**src/hw/addr_gen_defines.vh**
```
// Constants shared by the address generation block and its table fetcher
`ifndef ADDR_GEN_DEFINES_VH
`define ADDR_GEN_DEFINES_VH

// Command codes from the sequencer
`define OP_SEQ 4'h0
`define OP_REL 4'h1
`define OP_ABS 4'h2
`define OP_TBL 4'h3
`define OP_REGBR 4'h4
`define OP_DIRECT 4'h5
`define OP_SHORT 4'h6
`define OP_SHORT_WORD 4'h7
`define OP_SFR 4'h8
`define OP_REG 4'h9
`define OP_IND_DE 4'hA
`define OP_IND_HL 4'hB
`define OP_BASED 4'hC
`define OP_PUSH 4'hD
`define OP_POP 4'hE

// Memory map
`define CALL_TABLE_BASE 16'h0040
`define CALL_TABLE_LAST 16'h007F
`define SHORT_WIN_LO 16'hFE20
`define SHORT_WIN_HI 16'hFF1F
`define HS_RAM_LO 16'hFE20
`define HS_RAM_HI 16'hFEFF
`define SFR_LO 16'hFF00
`define SFR_GAP_LO 16'hFFD0
`define SFR_GAP_HI 16'hFFDF
`define SFR_PAGE 8'hFF
`define SHORT_TOP_BITS 7'h7F
`define SHORT_SFR_LIMIT 8'h20
`define DISP_SIGN_BIT 7

// Reset values
`define PC_RESET 16'h0000

`endif

```
**src/hw/call_table_fetch.v**
```verilog
// Two-byte fetch of a call-table destination address
`timescale 1ns/1ps
`include "addr_gen_defines.vh"

module call_table_fetch (
  input wire clk,
  input wire srst,
  input wire start,
  input wire [4:0] call_table_index,
  input wire [7:0] mem_rd_data,
  input wire mem_rd_ack,
  output reg mem_rd_req,
  output reg [15:0] mem_rd_addr,
  output reg done,
  output reg [15:0] target
);

  localparam [1:0] ST_IDLE = 2'b00;
  localparam [1:0] ST_LOW = 2'b01;
  localparam [1:0] ST_HIGH = 2'b10;

  reg [1:0] state_reg;
  reg [7:0] low_byte_reg;

  ////////////////////////////////////////////////////////////////////////////
  always @(posedge clk) begin
    if (srst) begin
      state_reg <= ST_IDLE;
      low_byte_reg <= 8'h00;
      mem_rd_req <= 1'b0;
      mem_rd_addr <= 16'h0000;
      done <= 1'b0;
      target <= 16'h0000;
    end else begin
      done <= 1'b0;
      case (state_reg)
        ST_IDLE: begin
          if (start) begin
            // Entry sits at base plus twice the index, low byte first
            mem_rd_addr <= `CALL_TABLE_BASE +
              {10'h000, call_table_index, 1'b0};
            mem_rd_req <= 1'b1;
            state_reg <= ST_LOW;
          end
        end
        ST_LOW: begin
          if (mem_rd_ack) begin
            low_byte_reg <= mem_rd_data;
            mem_rd_addr <= mem_rd_addr + 16'h0001;
            state_reg <= ST_HIGH;
          end
        end
        ST_HIGH: begin
          if (mem_rd_ack) begin
            target <= {mem_rd_data, low_byte_reg};
            mem_rd_req <= 1'b0;
            done <= 1'b1;
            state_reg <= ST_IDLE;
          end
        end
        default: begin
          state_reg <= ST_IDLE;
          mem_rd_req <= 1'b0;
        end
      endcase
    end
  end

endmodule // call_table_fetch

```
**src/hw/cpu_address_generation.v**
```verilog
// Program counter and operand address generation for the CPU core
// Function
// - Sequential fetch advances counter per instruction byte
// - Relative target is next instruction plus displacement
// - Displacement signed, bit 7 sign-extends upward
// - Relative form for short and conditional branches
// - Absolute call/branch loads 16-bit immediate
// - Table call index from opcode bits 1-5
// - Call table lives at 40H through 7FH
// - Register branch loads accumulator pair
// - Direct operand uses 16-bit immediate unchanged
// - Short direct reaches FE20H to FF1FH window
// - Window splits RAM FE20H-FEFFH, registers FF00H-FF1FH
// - Address bit 8 set only for 00H-1FH
// - Special registers FF00H-FFCFH and FFE0H-FFFFH
// - Register code selects byte register or pair
// - Indirect uses either pointer pair contents
// - Based adds zero-extended offset to base pair
// - Based sum carry discarded, wraps 16 bits
// - Stack operations address through stack pointer
`timescale 1ns/1ps
`include "addr_gen_defines.vh"

module cpu_address_generation #(
  parameter [15:0] PC_RESET_VALUE = `PC_RESET
) (
  input wire clk,
  input wire srst,
  input wire cmd_valid,
  input wire [3:0] cmd_op,
  input wire [7:0] opcode,
  input wire [2:0] instr_len,
  input wire [7:0] imm8,
  input wire [15:0] absolute_address_operand,
  input wire [15:0] accumulator_pair,
  input wire [15:0] second_pointer_pair,
  input wire [15:0] base_pointer_pair,
  input wire [15:0] stack_pointer,
  input wire [7:0] mem_rd_data,
  input wire mem_rd_ack,
  output wire busy,
  output wire op_done,
  output wire [15:0] program_counter,
  output wire pc_update,
  output wire [15:0] operand_addr,
  output wire operand_valid,
  output wire operand_is_sfr,
  output wire operand_fault,
  output wire [2:0] reg_byte_sel,
  output wire [1:0] word_reg_operand,
  output wire reg_is_word,
  output wire reg_valid,
  output wire [15:0] stack_pointer_next,
  output wire stack_valid,
  output wire stack_fault,
  output wire mem_rd_req,
  output wire [15:0] mem_rd_addr
);

  ////////////////////////////////////////////////////////////////////////////
  // Helpers

  // Plain 16-bit sum; any carry out falls away
  function [15:0] add16;
    input [15:0] a;
    input [15:0] b;
    begin
      add16 = a + b;
    end
  endfunction

  function [15:0] short_addr;
    input [7:0] field;
    reg bit8;
    begin
      bit8 = (field < `SHORT_SFR_LIMIT);
      short_addr = {`SHORT_TOP_BITS, bit8, field};
    end
  endfunction

  function in_range;
    input [15:0] a;
    input [15:0] lo;
    input [15:0] hi;
    begin
      in_range = (a >= lo) && (a <= hi);
    end
  endfunction

  ////////////////////////////////////////////////////////////////////////////
  // State

  reg [15:0] pc_reg;
  reg [15:0] pc_next;
  reg pc_update_reg;
  reg busy_reg;
  reg op_done_reg;
  reg [15:0] operand_addr_reg;
  reg [15:0] operand_addr_next;
  reg operand_valid_reg;
  reg operand_valid_next;
  reg operand_is_sfr_reg;
  reg operand_is_sfr_next;
  reg operand_fault_reg;
  reg operand_fault_next;
  reg [2:0] reg_byte_sel_reg;
  reg [1:0] word_reg_operand_reg;
  reg reg_is_word_reg;
  reg reg_valid_reg;
  reg [15:0] sp_next_reg;
  reg [15:0] sp_next;
  reg [15:0] stack_addr;
  reg stack_valid_reg;
  reg stack_fault_reg;
  reg pc_load;
  reg reg_op;
  reg stack_op;

  wire accept;
  wire tbl_start;
  wire tbl_done;
  wire [15:0] tbl_target;
  wire [15:0] next_instr;
  wire [15:0] disp_ext;

  // A busy table fetch refuses new commands until it completes
  assign accept = cmd_valid && !busy_reg;
  assign tbl_start = accept && (cmd_op == `OP_TBL);

  assign next_instr = add16(pc_reg, {13'h0000, instr_len});
  assign disp_ext = {{8{imm8[`DISP_SIGN_BIT]}}, imm8};

  ////////////////////////////////////////////////////////////////////////////
  // Table fetcher

  call_table_fetch u_fetch (
    .clk(clk),
    .srst(srst),
    .start(tbl_start),
    .call_table_index(opcode[5:1]),
    .mem_rd_data(mem_rd_data),
    .mem_rd_ack(mem_rd_ack),
    .mem_rd_req(mem_rd_req),
    .mem_rd_addr(mem_rd_addr),
    .done(tbl_done),
    .target(tbl_target)
  );

  ////////////////////////////////////////////////////////////////////////////
  // Next-value decode

  always @* begin
    pc_next = pc_reg;
    pc_load = 1'b0;
    operand_addr_next = operand_addr_reg;
    operand_valid_next = 1'b0;
    operand_is_sfr_next = operand_is_sfr_reg;
    operand_fault_next = operand_fault_reg;
    reg_op = 1'b0;
    stack_op = 1'b0;
    stack_addr = stack_pointer;
    sp_next = stack_pointer;
    if (tbl_done) begin
      pc_next = tbl_target;
      pc_load = 1'b1;
    end else if (accept) begin
      case (cmd_op)
        `OP_SEQ: begin
          pc_next = next_instr;
          pc_load = 1'b1;
        end
        `OP_REL: begin
          // Used for short branch and all conditional branches
          pc_next = add16(next_instr, disp_ext);
          pc_load = 1'b1;
        end
        `OP_ABS: begin
          pc_next = absolute_address_operand;
          pc_load = 1'b1;
        end
        `OP_REGBR: begin
          pc_next = accumulator_pair;
          pc_load = 1'b1;
        end
        `OP_DIRECT: begin
          operand_addr_next = absolute_address_operand;
          operand_valid_next = 1'b1;
          operand_is_sfr_next = (absolute_address_operand >= `SFR_LO);
          operand_fault_next = 1'b0;
        end
        `OP_SHORT, `OP_SHORT_WORD: begin
          operand_addr_next = short_addr(imm8);
          operand_valid_next = 1'b1;
          operand_is_sfr_next = (imm8 < `SHORT_SFR_LIMIT);
          // Odd word address is a sequencer error; flagged, not fixed
          operand_fault_next = (cmd_op == `OP_SHORT_WORD) &&
            imm8[0];
        end
        `OP_SFR: begin
          operand_addr_next = {`SFR_PAGE, imm8};
          operand_valid_next = 1'b1;
          operand_is_sfr_next = 1'b1;
          operand_fault_next = in_range({`SFR_PAGE, imm8},
            `SFR_GAP_LO, `SFR_GAP_HI);
        end
        `OP_REG: begin
          reg_op = 1'b1;
        end
        `OP_IND_DE: begin
          operand_addr_next = second_pointer_pair;
          operand_valid_next = 1'b1;
          operand_is_sfr_next = (second_pointer_pair >= `SFR_LO);
          operand_fault_next = 1'b0;
        end
        `OP_IND_HL: begin
          operand_addr_next = base_pointer_pair;
          operand_valid_next = 1'b1;
          operand_is_sfr_next = (base_pointer_pair >= `SFR_LO);
          operand_fault_next = 1'b0;
        end
        `OP_BASED: begin
          operand_addr_next = add16(base_pointer_pair,
            {8'h00, imm8});
          operand_valid_next = 1'b1;
          operand_is_sfr_next = (operand_addr_next >= `SFR_LO);
          operand_fault_next = 1'b0;
        end
        `OP_PUSH: begin
          // Pre-decrement: byte goes below the current top
          stack_op = 1'b1;
          sp_next = add16(stack_pointer, 16'hFFFF);
          stack_addr = sp_next;
        end
        `OP_POP: begin
          stack_op = 1'b1;
          stack_addr = stack_pointer;
          sp_next = add16(stack_pointer, 16'h0001);
        end
        default: begin
          pc_load = 1'b0;
        end
      endcase
    end
  end

  ////////////////////////////////////////////////////////////////////////////
  // Registers

  always @(posedge clk) begin
    if (srst) begin
      pc_reg <= PC_RESET_VALUE;
      pc_update_reg <= 1'b0;
      busy_reg <= 1'b0;
      op_done_reg <= 1'b0;
      operand_addr_reg <= 16'h0000;
      operand_valid_reg <= 1'b0;
      operand_is_sfr_reg <= 1'b0;
      operand_fault_reg <= 1'b0;
      reg_byte_sel_reg <= 3'h0;
      word_reg_operand_reg <= 2'h0;
      reg_is_word_reg <= 1'b0;
      reg_valid_reg <= 1'b0;
      sp_next_reg <= 16'h0000;
      stack_valid_reg <= 1'b0;
      stack_fault_reg <= 1'b0;
    end else begin
      pc_reg <= pc_next;
      pc_update_reg <= pc_load;
      operand_addr_reg <= operand_addr_next;
      operand_valid_reg <= operand_valid_next;
      operand_is_sfr_reg <= operand_is_sfr_next;
      operand_fault_reg <= operand_fault_next;
      reg_valid_reg <= reg_op;
      if (reg_op) begin
        reg_byte_sel_reg <= opcode[2:0];
        word_reg_operand_reg <= opcode[2:1];
        reg_is_word_reg <= opcode[3];
      end
      stack_valid_reg <= stack_op;
      if (stack_op) begin
        sp_next_reg <= sp_next;
        // Stack cannot reach beyond high-speed RAM; report escapes
        stack_fault_reg <= !in_range(stack_addr,
          `HS_RAM_LO, `HS_RAM_HI);
        operand_addr_reg <= stack_addr;
        operand_is_sfr_reg <= 1'b0;
        operand_fault_reg <= 1'b0;
      end
      if (tbl_start) begin
        busy_reg <= 1'b1;
      end else if (tbl_done) begin
        busy_reg <= 1'b0;
      end
      op_done_reg <= (accept && (cmd_op != `OP_TBL)) || tbl_done;
    end
  end

  assign busy = busy_reg;
  assign op_done = op_done_reg;
  assign program_counter = pc_reg;
  assign pc_update = pc_update_reg;
  assign operand_addr = operand_addr_reg;
  assign operand_valid = operand_valid_reg;
  assign operand_is_sfr = operand_is_sfr_reg;
  assign operand_fault = operand_fault_reg;
  assign reg_byte_sel = reg_byte_sel_reg;
  assign word_reg_operand = word_reg_operand_reg;
  assign reg_is_word = reg_is_word_reg;
  assign reg_valid = reg_valid_reg;
  assign stack_pointer_next = sp_next_reg;
  assign stack_valid = stack_valid_reg;
  assign stack_fault = stack_fault_reg;

endmodule // cpu_address_generation

```
**config.mk**
```make
export PLATFORM = sky130hd
export DESIGN_NAME = cpu_address_generation
export DESIGN_NICKNAME = d
export VERILOG_FILES = /design/src/hw/call_table_fetch.v /design/src/hw/cpu_address_generation.v
export VERILOG_INCLUDE_DIRS = /design/src /design/src/hw
export SDC_FILE = /design/constraint.sdc
export NUM_CORES = 1
export LEC_CHECK = 0
export BUFFER_PORTS_ARGS = -buffer_cell sky130_fd_sc_hd__buf_2
export CORE_MARGIN = 5
export CORE_UTILIZATION = 50
export CTS_CLUSTER_DIAMETER = 150
export DETAILED_ROUTE_END_ITERATION = 6
export PLACE_DENSITY = 0.78
export SLEW_MARGIN = 10
export SYNTH_ARGS = -nofsm -noshare
export SYNTH_HDL_FRONTEND = slang
export SYNTH_SLANG_ARGS = --single-unit
export TNS_END_PERCENT = 100
```
**constraint.sdc**
```tcl
create_clock -name clk -period 2.85 [get_ports clk]
set_input_delay 0.285 -clock clk [delete_from_list [all_inputs] [get_ports clk]]
set_output_delay 0.285 -clock clk [all_outputs]
set_load 0.05 [all_outputs]
```
; ---- Yosys cells after proc, flatten, opt, wreduce, memory -nomap -nowiden
; Cells that the tools add are included.
[totals]
reg_bits = 107
latchBits = 0
ramBits = 0
mem_bits_ro = 0
in_bits = 115
out_inout_bits = 80
wordCells = 136
n_memories = 0
[op_classes]
addsub = 7
mul = 0
n_div = 0
order_cmp = 9
n_eq_ne = 21
shift = 0
muxes = 38
n_bitwise = 4
n_reduce_logical = 36
[ops]
columns = cell, n
row1 = $mux W16, 12
row2 = $ge A16 B16 Y1 const B, 6
row3 = $pmux W16 S6, 1
row4 = $pmux W16 S2, 2
row5 = $pmux W16 S4, 1
row6 = $add A16 B1 Y16 const B, 2
row7 = $le A16 B16 Y1 const B, 2
row8 = $eq A4 B4 Y1 const B, 7
row9 = $reduce_and A3 Y1, 6
row10 = $add A16 B16 Y16, 1
row11 = $add A16 B16 Y16 const B, 1
row12 = $add A16 B3 Y16, 1
row13 = $add A16 B8 Y16, 1
row14 = $eq A4 B3 Y1 const B, 4
row15 = $mux W1, 15
row16 = $add A7 B6 Y8 const A, 1
row17 = $eq A4 B2 Y1 const B, 2
row18 = $lt A8 B6 Y1 const B, 1
row19 = $ne A2 B2 Y1 const B, 4
row20 = $reduce_bool A2 Y1, 4
row21 = $reduce_or A2 Y1, 4
row22 = $reduce_or A4 Y1, 2
row23 = $reduce_bool A7 Y1, 1
row24 = $reduce_or A7 Y1, 1
row25 = other kinds (19), 33

; ---- Depth between registers and ports, before layout
; Gate-level depths: netlist (run 1).
[logic_depth]
word_depth = 7
depth_mapped = 13

; ---- Hierarchy
; A second synthesis (run 1) with hierarchy kept.
[unflattened]
cells_unflattened = 1078
area_unflattened_um2 = 7950.1
[by_module_without_submodules]
columns = module, n_inst, cells_per_inst, area_each_um2
row1 = cpu_address_generation, 1, 848, 6134.6
row2 = call_table_fetch, 1, 230, 1815.5

; ---- Least setup slack after synthesis (run 1)
; OpenSTA, ideal clock, no wires.
[synth_timing]
path_kind = flip-flop to flip-flop
startpoint = register pc_reg[0] (netlist: program_counter[0])
endpoint = register pc_reg[11] (netlist: program_counter[11])
setup_ns = 0.095
arrival_ns = 3.265
required_time_ns = 2.755
slack_ns = -0.510
path_stages_with_launch = 12
n_path_buf = 0
synth_period_minus_slack_ns = 3.360
path_cell_list = dfxtp_1 ha_1 fa_1 a21oi_1 nor2b_1 xor2_1 ha_1 or4_1 o2111a_1 nand3b_1 a21o_1 a221oi_1
[synth_between]
elab_chain_len = 5
[synth_lines]
columns = item, line_no
row1 = from (decl), cpu_address_generation.v:93  ; reg [15:0] pc_reg;
row2 = from (signal assigned), cpu_address_generation.v:267  ; pc_reg <= pc_next;
row3 = $add A16 B3 Y16 (*), cpu_address_generation.v:68  ; add16 = a + b;
row4 = $add A16 B16 Y16, cpu_address_generation.v:68
row5 = $pmux W16 S4 (*), cpu_address_generation.v:167  ; case (cmd_op)
row6 = $mux W16 (*), cpu_address_generation.v:166  ; end else if (accept) begin
row7 = $mux W16 (*), cpu_address_generation.v:163  ; if (tbl_done) begin
; Every way passes the cells marked *; elsewhere a longest branch is shown, timed or not. The select of a mux whose other input is x is not followed.
; A chain may end at the register's enable or synchronous reset.

; ---- Worst setup path in the final report (run 1)
[layout_timing]
startpoint = register pc_reg[0] (netlist: program_counter[0])
endpoint = register pc_reg[9] (netlist: program_counter[9])
; The elaborated chain is that of the path after synthesis.

==> results of run 1 <==
through the flow:
step / cell area, um^2 / utilization (%) / std cells
after floorplan: 8240 / - / 1114
after global placement: 9860 / 61.6 / 1540
after detailed placement: 9860 / 61.6 / 1540
after CTS: 10200 / 64.0 / 1558
after global routing: 10300 / 64.5 / 1560
final: 10300 / 64.5 / 1560
worst register-to-register path, cell delays in order (launching register included):
cell and delay, ns:
dfxtp_4 0.36, ha_4 0.16, fa_2 0.37, a21oi_4 0.21, nor2b_2 0.08, xor2_2 0.16, ha_4 0.18, or4_4 0.55
o2111a_2 0.30, or3_1 0.31, a31oi_1 0.15, o22ai_1 0.09
area by class of cell:
type                    instances  area (um^2)  share of cell area, %
clock buffers                   9          225                   2.18
clock inverters                 7         93.8                  0.909
inverters                      21         78.8                  0.764
multi-input cells             915         5850                   56.7
flip-flops and latches        105         2120                   20.5
well taps                     216          270                   2.62
repair buffers                287         1680                   16.3
path summary, 6_finish.rpt:
kind,start,endpoint,depth (start not counted)
max reg2reg,program_counter[0],program_counter[9],11
min,opcode[0],reg_byte_sel[0],3
min reg2reg,stack_pointer_next[10],stack_pointer_next[10],2
max,program_counter[0],program_counter[9],11
report_power, final:
part,internal (mW),switching (mW)
Sequential,1.51,0.0395
Clock,0.635,0.674
Combinational,0.423,0.768
cell usage in the layout (no fill, tap or decap), types with 19 or more instances in the layout:
cell     instances
nand4_1         28
xor2_1          20
ha_1            27
dfxtp_1         98
nand2_1        134
xnor2_1         28
nand3_1         36
a21oi_1        103
buf_4           93
inv_1           19
o22ai_1         21
buf_2          192
o21ai_0         64
nor2_1          94
nor3_1          38
kinds of logic (layout without fill, tap and decap cells):
| kind of cell | count (synthesis) | after routing |
|---|---|---|
| xor+xnor | 50 | 50 |
| simple gates | 450 | 450 |
| buf+inv | 94 | 324 |
| fa+ha+maj | 33 | 33 |
| mux | 11 | 11 |
| flops | 105 | 105 |
| compound gates | 371 | 371 |
timing repair:
item	in CTS	in global routing
endpoints found under the setup margin	8	11
gates resized for setup	12	16
buffers inserted	2	2
pin swaps	15	18
hold endpoints to repair	0	0
layer usage:
layer / wire length, um / up-vias / share of wire, % / track usage (%)
li1: - / 4636 / - / -
met3: 3670 / 72 / 12 / 7.10
met1: 13700 / 4645 / 43 / 45.0
met2: 13400 / 655 / 42 / 46.1
met4: 905 / 0 / 2.9 / 9.88
met5: 0 / - / 0 / 0
==> results.json, run 1 <==
{
  "status": "complete, but fails checks",
  "violations": "negative setup slack",
  "ys_top_cells_by_count": "nand2_1, a21oi_1, dfxtp_1",
  "cp.required_ns": 3.08,
  "die-area_mm2": 0.0191,
  "dieHeight_um": 138,
  "worst_pin_slew_ns": 0.810,
  "cts_root_buf": "clkbuf_16",
  "fin_crit_sh_pct": 107,
  "max_freq_mhz": 329,
  "ys_types": 83,
  "fin_worst_skew_ns": 0.0116,
  "track_usage_pct": 31.2,
  "setup_slack_ns": -0.188,
  "synth_area_leaders": "dfxtp_1, a21oi_1, nand2_1",
  "cts_max_level": 3,
  "reg2reg_slack_ns": -0.19,
  "yosys.area_share.xor_xnor_pct": 5.34,
  "p_leak_nw": 4.24,
  "vias": 10008,
  "rows": 46,
  "cp-start-kind": "flop",
  "slew_violations": 0,
  "routabilityCongestion": 0.993,
  "cp-end-kind": "flop",
  "synthMuxAreaShare_pct": 1.37,
  "slew_headroom_pct": 45.6,
  "setup_viol": 9,
  "synthCells": 1114,
  "n_antenna_cell": 0,
  "total_power_mw": 4.05,
  "cp_max_fo": 5,
  "cpMostUsedCell": "ha_4",
  "antenna_found_initial": 0,
  "dr.pass1.iters": 6,
  "die_x_um": 138,
  "grt_pass1_vias": 9116,
  "power_density_mw_per_mm2": 393,
  "core-area_mm2": 0.0160,
  "synth_top_family_by_area": "compound AO/OA/AOI/OAI gates",
  "numCtsBuffers": 9,
  "boundaryPins": 195,
  "clk_path_buf_depth": 2,
  "start_util_pct": 51.2,
  "hp-class": "primary input to flop",
  "critPathArrivalTime_ns": 3.27,
  "yosysWarnings": 0,
  "crit_chain": "ha_4 -> fa_2 -> a21oi_4 -> nor2b_2 -> xor2_2 -> ha_4 -> or4_4 -> o2111a_2 -> or3_1 -> a31oi_1 -> o22ai_1",
  "synth_seq_cells": 105,
  "maxCapViolCount": 0,
  "final.setup.tns_ns": -0.920,
  "critPathTopFamily": "simple AND/OR/NAND/NOR gates",
  "rsz0062_at_grt": "yes",
  "slowest_stage": "or4_4",
  "cp.buffers_inverters": 0,
  "synth_top_cell_area_share_pct": 25.6,
  "grt_start_max_net_pins": 31,
  "synth.cell_area_mm2": 0.00820,
  "finalCriticalPeriod_ns": 3.04,
  "tritoncts": "yes",
  "drc": 0,
  "path_class": "flop to flop",
  "synth.most_common_cell": "nand2_1",
  "yosysSeqAreaShare_pct": 25.6,
  "clkTransAtPathRegs_ns": 0.08,
  "clock_sinks": 105,
  "synth_compound_area_share_pct": 29.8,
  "place_ws_ns": -0.274,
  "grt_overflow": 0,
  "dp_hpwl_um": 24100,
  "numPortBuffers": 192,
  "hold_ws_ns": 0.161,
  "async_flop_share_pct": 0,
  "synth_nets": 1262,
  "dr.first_iter.drc_count": 1173,
  "routed_via_density": 6.42,
  "ir_drop_mv": 0.337,
  "clkLatencyLatePin_ns": 0.37,
  "finalWirelength_um": 31700,
  "syn_to_final_growth_pct": 25.9,
  "synth_fa_ha_area_share_pct": 5.31,
  "critPathMaxStageDelay_ns": 0.54,
  "ys.flop_type": "dfxtp_1",
  "synth_largest_area_cell": "dfxtp_1",
  "fillers": 1478,
  "drive_gt1_share_pct": 26.9,
  "finalHoldViolCount": 0,
  "hold_buffers": 0,
  "nets": 1487,
  "drtAntennaViolNets": 0,
  "syn_avg_cell_area_um2": 7.36,
  "synth_edf_count": 0,
  "routedWlPerCell_um": 20.3,
  "grt_pass1_wl_um": 49600,
  "yosys.area_share.simple_pct": 27.8
}
No activity file was read; power rests on OpenSTA's default activity.
==> inputs of run 2 (changes only) <==
--- a/config.mk
+++ b/config.mk
@@ -12,4 +12,5 @@
 export CTS_CLUSTER_DIAMETER = 150
 export DETAILED_ROUTE_END_ITERATION = 6
+export GPL_TIMING_DRIVEN = 1
 export PLACE_DENSITY = 0.78
 export SLEW_MARGIN = 10
==> constraint.sdc (replaced) <==
create_clock -name clk -period 2.85 [get_ports clk]
set_input_delay 0.855 -clock clk [delete_from_list [all_inputs] [get_ports clk]]
set_output_delay 0.855 -clock clk [all_outputs]
set_load 0.05 [all_outputs]
==> results.json, run 2 (same netlist as run 1, synthesis figures left out) <==
{
  "drtAntennaViolNets": 0,
  "multiInputGateArea_mm2": 0.00593,
  "finalCriticalPeriod_ns": 3.37,
  "cp.buffers_inverters": 1,
  "fin_area_mm2": 0.0111,
  "dp_hpwl_um": 26100,
  "p_leak_nw": 4.68,
  "r2r_cells": 12,
  "numPortBuffers": 192,
  "routed_via_density": 6.37,
  "grt_start_max_net_pins": 41,
  "syn_to_final_growth_pct": 35.3,
  "crit_chain": "buf_6 -> ha_4 -> fa_2 -> a21oi_4 -> nor2b_1 -> xor2_1 -> ha_2 -> or3_1 -> a21o_1 -> o2111a_2 -> o41ai_1 -> a21o_1 -> a221oi_2",
  "postPlaceCellArea_mm2": 0.0105,
  "routabilityCongestion": 1.01,
  "slowest_stage": "fa_2",
  "place_ws_ns": -0.925,
  "drive_gt1_share_pct": 31.4,
  "cpMostUsedCell": "a21o_1",
  "slew_violations": 0,
  "cts_max_level": 3,
  "violations": "design-rule violations, negative setup slack",
  "cp.required_ns": 3.09,
  "vias": 10448,
  "setup_slack_ns": -0.517,
  "numCtsBuffers": 9,
  "n_antenna_cell": 0,
  "clock_sinks": 105,
  "cp-end-kind": "flop",
  "cp.depth": 13,
  "final.setup.tns_ns": -4.18,
  "critPathTopFamily": "compound AO/OA/AOI/OAI gates",
  "dr.pass1.iters": 7,
  "finalWirelength_um": 33900,
  "boundaryPins": 195,
  "clk_path_buf_depth": 2,
  "layout_common_cells": "buf_2, buf_4, nand2_1",
  "grt_overflow": 0,
  "grt_pass1_wl_um": 52400,
  "antenna_found_initial": 0,
  "clkTransAtPathRegs_ns": 0.08,
  "final_common_cell": "buf_2",
  "clkLatencyLatePin_ns": 0.37,
  "cp-start-kind": "primary input",
  "power_density_mw_per_mm2": 382,
  "maxCapViolCount": 0,
  "regArea_mm2": 0.00210,
  "fillers": 1356,
  "start_util_pct": 51.2,
  "routedWlPerCell_um": 20.7,
  "grt_pass1_vias": 9949,
  "slew_headroom_pct": 40.7,
  "cp_max_fo": 5,
  "track_usage_pct": 33.2,
  "die-area_mm2": 0.0191,
  "nets": 1568,
  "critPathArrivalTime_ns": 3.60,
  "min_path_cells": 2,
  "finalHoldViolCount": 0,
  "hold_buffers": 0,
  "die_x_um": 138,
  "cts_root_buf": "clkbuf_16",
  "drc": 1,
  "rsz0062_at_grt": "yes",
  "dr.first_iter.drc_count": 1337,
  "fin_worst_skew_ns": 0.00921,
  "worst_pin_slew_ns": 0.887,
  "core-area_mm2": 0.0160,
  "tritoncts": "yes",
  "ir_drop_mv": 0.417,
  "path_class": "primary input to flop",
  "setup_viol": 12,
  "max_freq_mhz": 297,
  "critPathMaxStageDelay_ns": 0.37,
  "rows": 46,
  "hp-class": "flop to flop",
  "dieHeight_um": 138,
  "fin_crit_sh_pct": 118,
  "final_util_pct": 69.3,
  "status": "complete, but fails checks"
}
==> run 2: layer usage <==
metal  routed length (um)  vias to the layer above  track usage (%)  part of all wire (%)
li1                     -                     4799                -                     -
met1                13400                     4868             42.3                    39
met2                15200                      645             51.9                    45
met3                 3600                      136             9.28                    11
met4                 1800                        0             15.8                   5.3
met5                    0                        -                0                     0
==> run 2: worst min-delay path: cells and delay by family (launching register included) <==
kind            cells  cell delay [ns]
simple gates        1             0.05
compound gates      1             0.05
flops               1             0.31
==> run 2: area by class of cell <==
class                   count  share of cell area, %
multi-input cells         915                   53.5
repair buffers            368                   21.5
flip-flops and latches    105                   18.9
well taps                 216                   2.44
clock buffers               9                   2.03
clock inverters             7                  0.902
inverters                  21                  0.711
==> run 2: final timing paths <==
path | from | slack [ns] | to
worst min-delay path | u_fetch.low_byte_reg[1] | 0.45 | u_fetch.target[1]
worst max-delay path | instr_len[0] | -0.52 | program_counter[11]
worst min register to register | u_fetch.low_byte_reg[1] | 0.45 | u_fetch.target[1]
worst max register to register | program_counter[0] | -0.29 | program_counter[11]
==> run 2: metrics by stage <==
step | instances | hold slack, ns | power, mW
final | 1641 | 0.454 | 4.24
after global routing | 1641 | 0.472 | 4.40
after CTS | 1638 | 0.455 | 4.19
after detailed placement | 1615 | 0.444 | 2.81
after global placement | 1615 | 0.435 | 2.79
after floorplan | 1114 | 0.432 | 2.30
==> run 2: where the power goes <==
group          internal, mW  total, mW  switching [mW]  leakage [nW]
sequential             1.51       1.56          0.0409         0.852
combinational         0.509       1.31           0.806          3.67
clock                 0.710       1.37           0.657         0.158
total                  2.73       4.24            1.50          4.68
==> run 2: repair_timing <==
item,in CTS,in global routing
setup endpoints to repair,12,13
buffers inserted,7,3
pin swaps,23,7
gates cloned,0,0
gates resized for setup,30,14
==> inputs of run 3 (changes only) <==
Clock period 2.85 ns to 3 ns, I/O delays scaled along.
==> results.json, run 3 (same netlist as run 1, synthesis figures left out) <==
{
  "status": "complete, but fails checks",
  "violations": "negative setup slack",
  "routed_via_density": 6.39,
  "finalHoldViolCount": 0,
  "place_ws_ns": -0.788,
  "layout_common_cells": "buf_2, buf_4, nand2_1",
  "min_path_cells": 2,
  "reg2reg_to": "program_counter[13]",
  "reg2reg_slack_ns": -0.11,
  "hp-class": "flop to flop",
  "finalWirelength_um": 33300,
  "die_x_um": 138,
  "total_power_mw": 3.91,
  "nets": 1545,
  "boundaryPins": 195,
  "tritoncts": "yes",
  "numPortBuffers": 192,
  "clk_path_buf_depth": 2,
  "die-area_mm2": 0.0191,
  "ir_drop_mv": 0.378,
  "dr.pass1.iters": 6,
  "switchingPower_mw": 1.40,
  "p_sw_share_pct": 35.8,
  "finalCriticalPeriod_ns": 3.34,
  "startpoint": "instr_len[0]",
  "rsz0062_at_grt": "yes",
  "drc": 0,
  "numCtsBuffers": 9,
  "vias": 10343,
  "cts_root_buf": "clkbuf_16",
  "hold_path_end": "stack_pointer_next[8]",
  "maxCapViolCount": 0,
  "n_antenna_cell": 0,
  "power.share.clock_pct": 30.3,
  "cp.required_ns": 3.25,
  "hold_buffers": 0,
  "syn_to_final_growth_pct": 33.0,
  "grt_overflow": 0,
  "drive_gt1_share_pct": 30.7,
  "r2r_cells": 13,
  "dp_hpwl_um": 25800,
  "max_freq_mhz": 299,
  "grt_pass1_wl_um": 51200,
  "worstReg2RegStart": "program_counter[0]",
  "clock_sinks": 105,
  "track_usage_pct": 32.7,
  "drtAntennaViolNets": 0,
  "grt_start_max_net_pins": 33,
  "setup_viol": 12,
  "cp_max_fo": 5,
  "routedWlPerCell_um": 20.6,
  "power_density_mw_per_mm2": 358,
  "p_int_mw": 2.51,
  "routabilityCongestion": 1.02,
  "final.setup.tns_ns": -2.52,
  "combPwrFrac_pct": 31.9,
  "setup_slack_ns": -0.341,
  "dr.first_iter.drc_count": 1361,
  "dieHeight_um": 138,
  "slew_violations": 0,
  "hold_path.startpoint": "stack_pointer_next[8]",
  "slew_headroom_pct": 48.4,
  "cp-start-kind": "primary input",
  "critPathArrivalTime_ns": 3.60,
  "core-area_mm2": 0.0160,
  "fin_crit_sh_pct": 111,
  "hold_ws_ns": 0.450,
  "antenna_found_initial": 0,
  "final_common_cell": "buf_2",
  "rows": 46,
  "clkLatencyLatePin_ns": 0.36,
  "path_class": "primary input to flop",
  "p_seq_share_pct": 37.9,
  "start_util_pct": 51.2,
  "cp-end-kind": "flop",
  "cts_max_level": 3,
  "fillers": 1410,
  "p_leak_nw": 4.57,
  "clkTransAtPathRegs_ns": 0.08,
  "worst_pin_slew_ns": 0.768,
  "grt_pass1_vias": 9545,
  "fin_worst_skew_ns": 0.00478
}
run 3: cell types whose count changed in the layout (fill, tap and decap cells not counted), moves of 2 or more:
cell,before,now
buf_12,6,3
o21ai_0,60,63
buf_4,166,149
nor2_1,94,92
buf_6,6,3
nor2_2,2,5
o21ai_1,10,6
run 3: layout make-up:
| type | instances | area, um^2 | area share, % |
|---|---|---|---|
| Inverter | 21 | 78.8 | 0.723 |
| Timing Repair Buffer | 345 | 2160 | 19.8 |
| Clock buffer | 9 | 225 | 2.07 |
| Multi-Input combinational cell | 915 | 5980 | 54.9 |
| Tap cell | 216 | 270 | 2.48 |
| Clock inverter | 7 | 77.6 | 0.712 |
| Sequential cell | 105 | 2100 | 19.3 |
run 3: metal layers:
layer / GRT usage (%) / vias up / wire length, um
li1: - / 4755 / -
met1: 42.4 / 4786 / 13000
met2: 51.8 / 651 / 14800
met3: 7.55 / 151 / 3590
met4: 14.6 / 0 / 1900
met5: 0 / - / 0
run 3: worst max-delay path: stages:
cell and delay, ns:
buf_6 0.10, ha_4 0.15, fa_2 0.36, a21oi_4 0.17, nor2b_1 0.08, xor2_1 0.21
ha_2 0.33, or3_1 0.31, a21o_1 0.18, o2111a_2 0.20, a211oi_2 0.22, buf_4 0.15
xor2_1 0.14, o2bb2ai_1 0.08
run 3: power groups by stage:
stage / registers, mW / logic, mW / clock network [mW]
2_1_floorplan: 1.65 / 0.532 / 0
3_3_place_gp: 1.51 / 1.14 / 0
3_5_place_dp: 1.51 / 1.15 / 0
4_1_cts: 1.48 / 1.18 / 1.20
5_1_grt: 1.48 / 1.32 / 1.27
6_report: 1.48 / 1.24 / 1.18
run 3: repair_timing:
item                       4_1_cts  5_1_grt
gates resized for setup         29       16
pin swaps                       26       22
buffers inserted                 5        8
setup endpoints to repair       12       14
run 3: worst max path at each step:
| stage | endpoint | depth (start not counted) |
|---|---|---|
| 5_1_grt | program_counter[7] | 13 |
| 3_3_place_gp | program_counter[13] | 13 |
| 6_report | program_counter[13] | 14 |
| 3_5_place_dp | program_counter[9] | 12 |
| 2_1_floorplan | program_counter[9] | 11 |
| 4_1_cts | program_counter[9] | 13 |
run 3: per-stage QoR:
stage,area [um^2],util (%),instances
floorplan,8240,-,1114
global placement,10300,64.2,1592
detailed placement,10300,64.2,1592
CTS,10700,67.2,1611
global route,10900,68.1,1618
finish,10900,68.1,1618
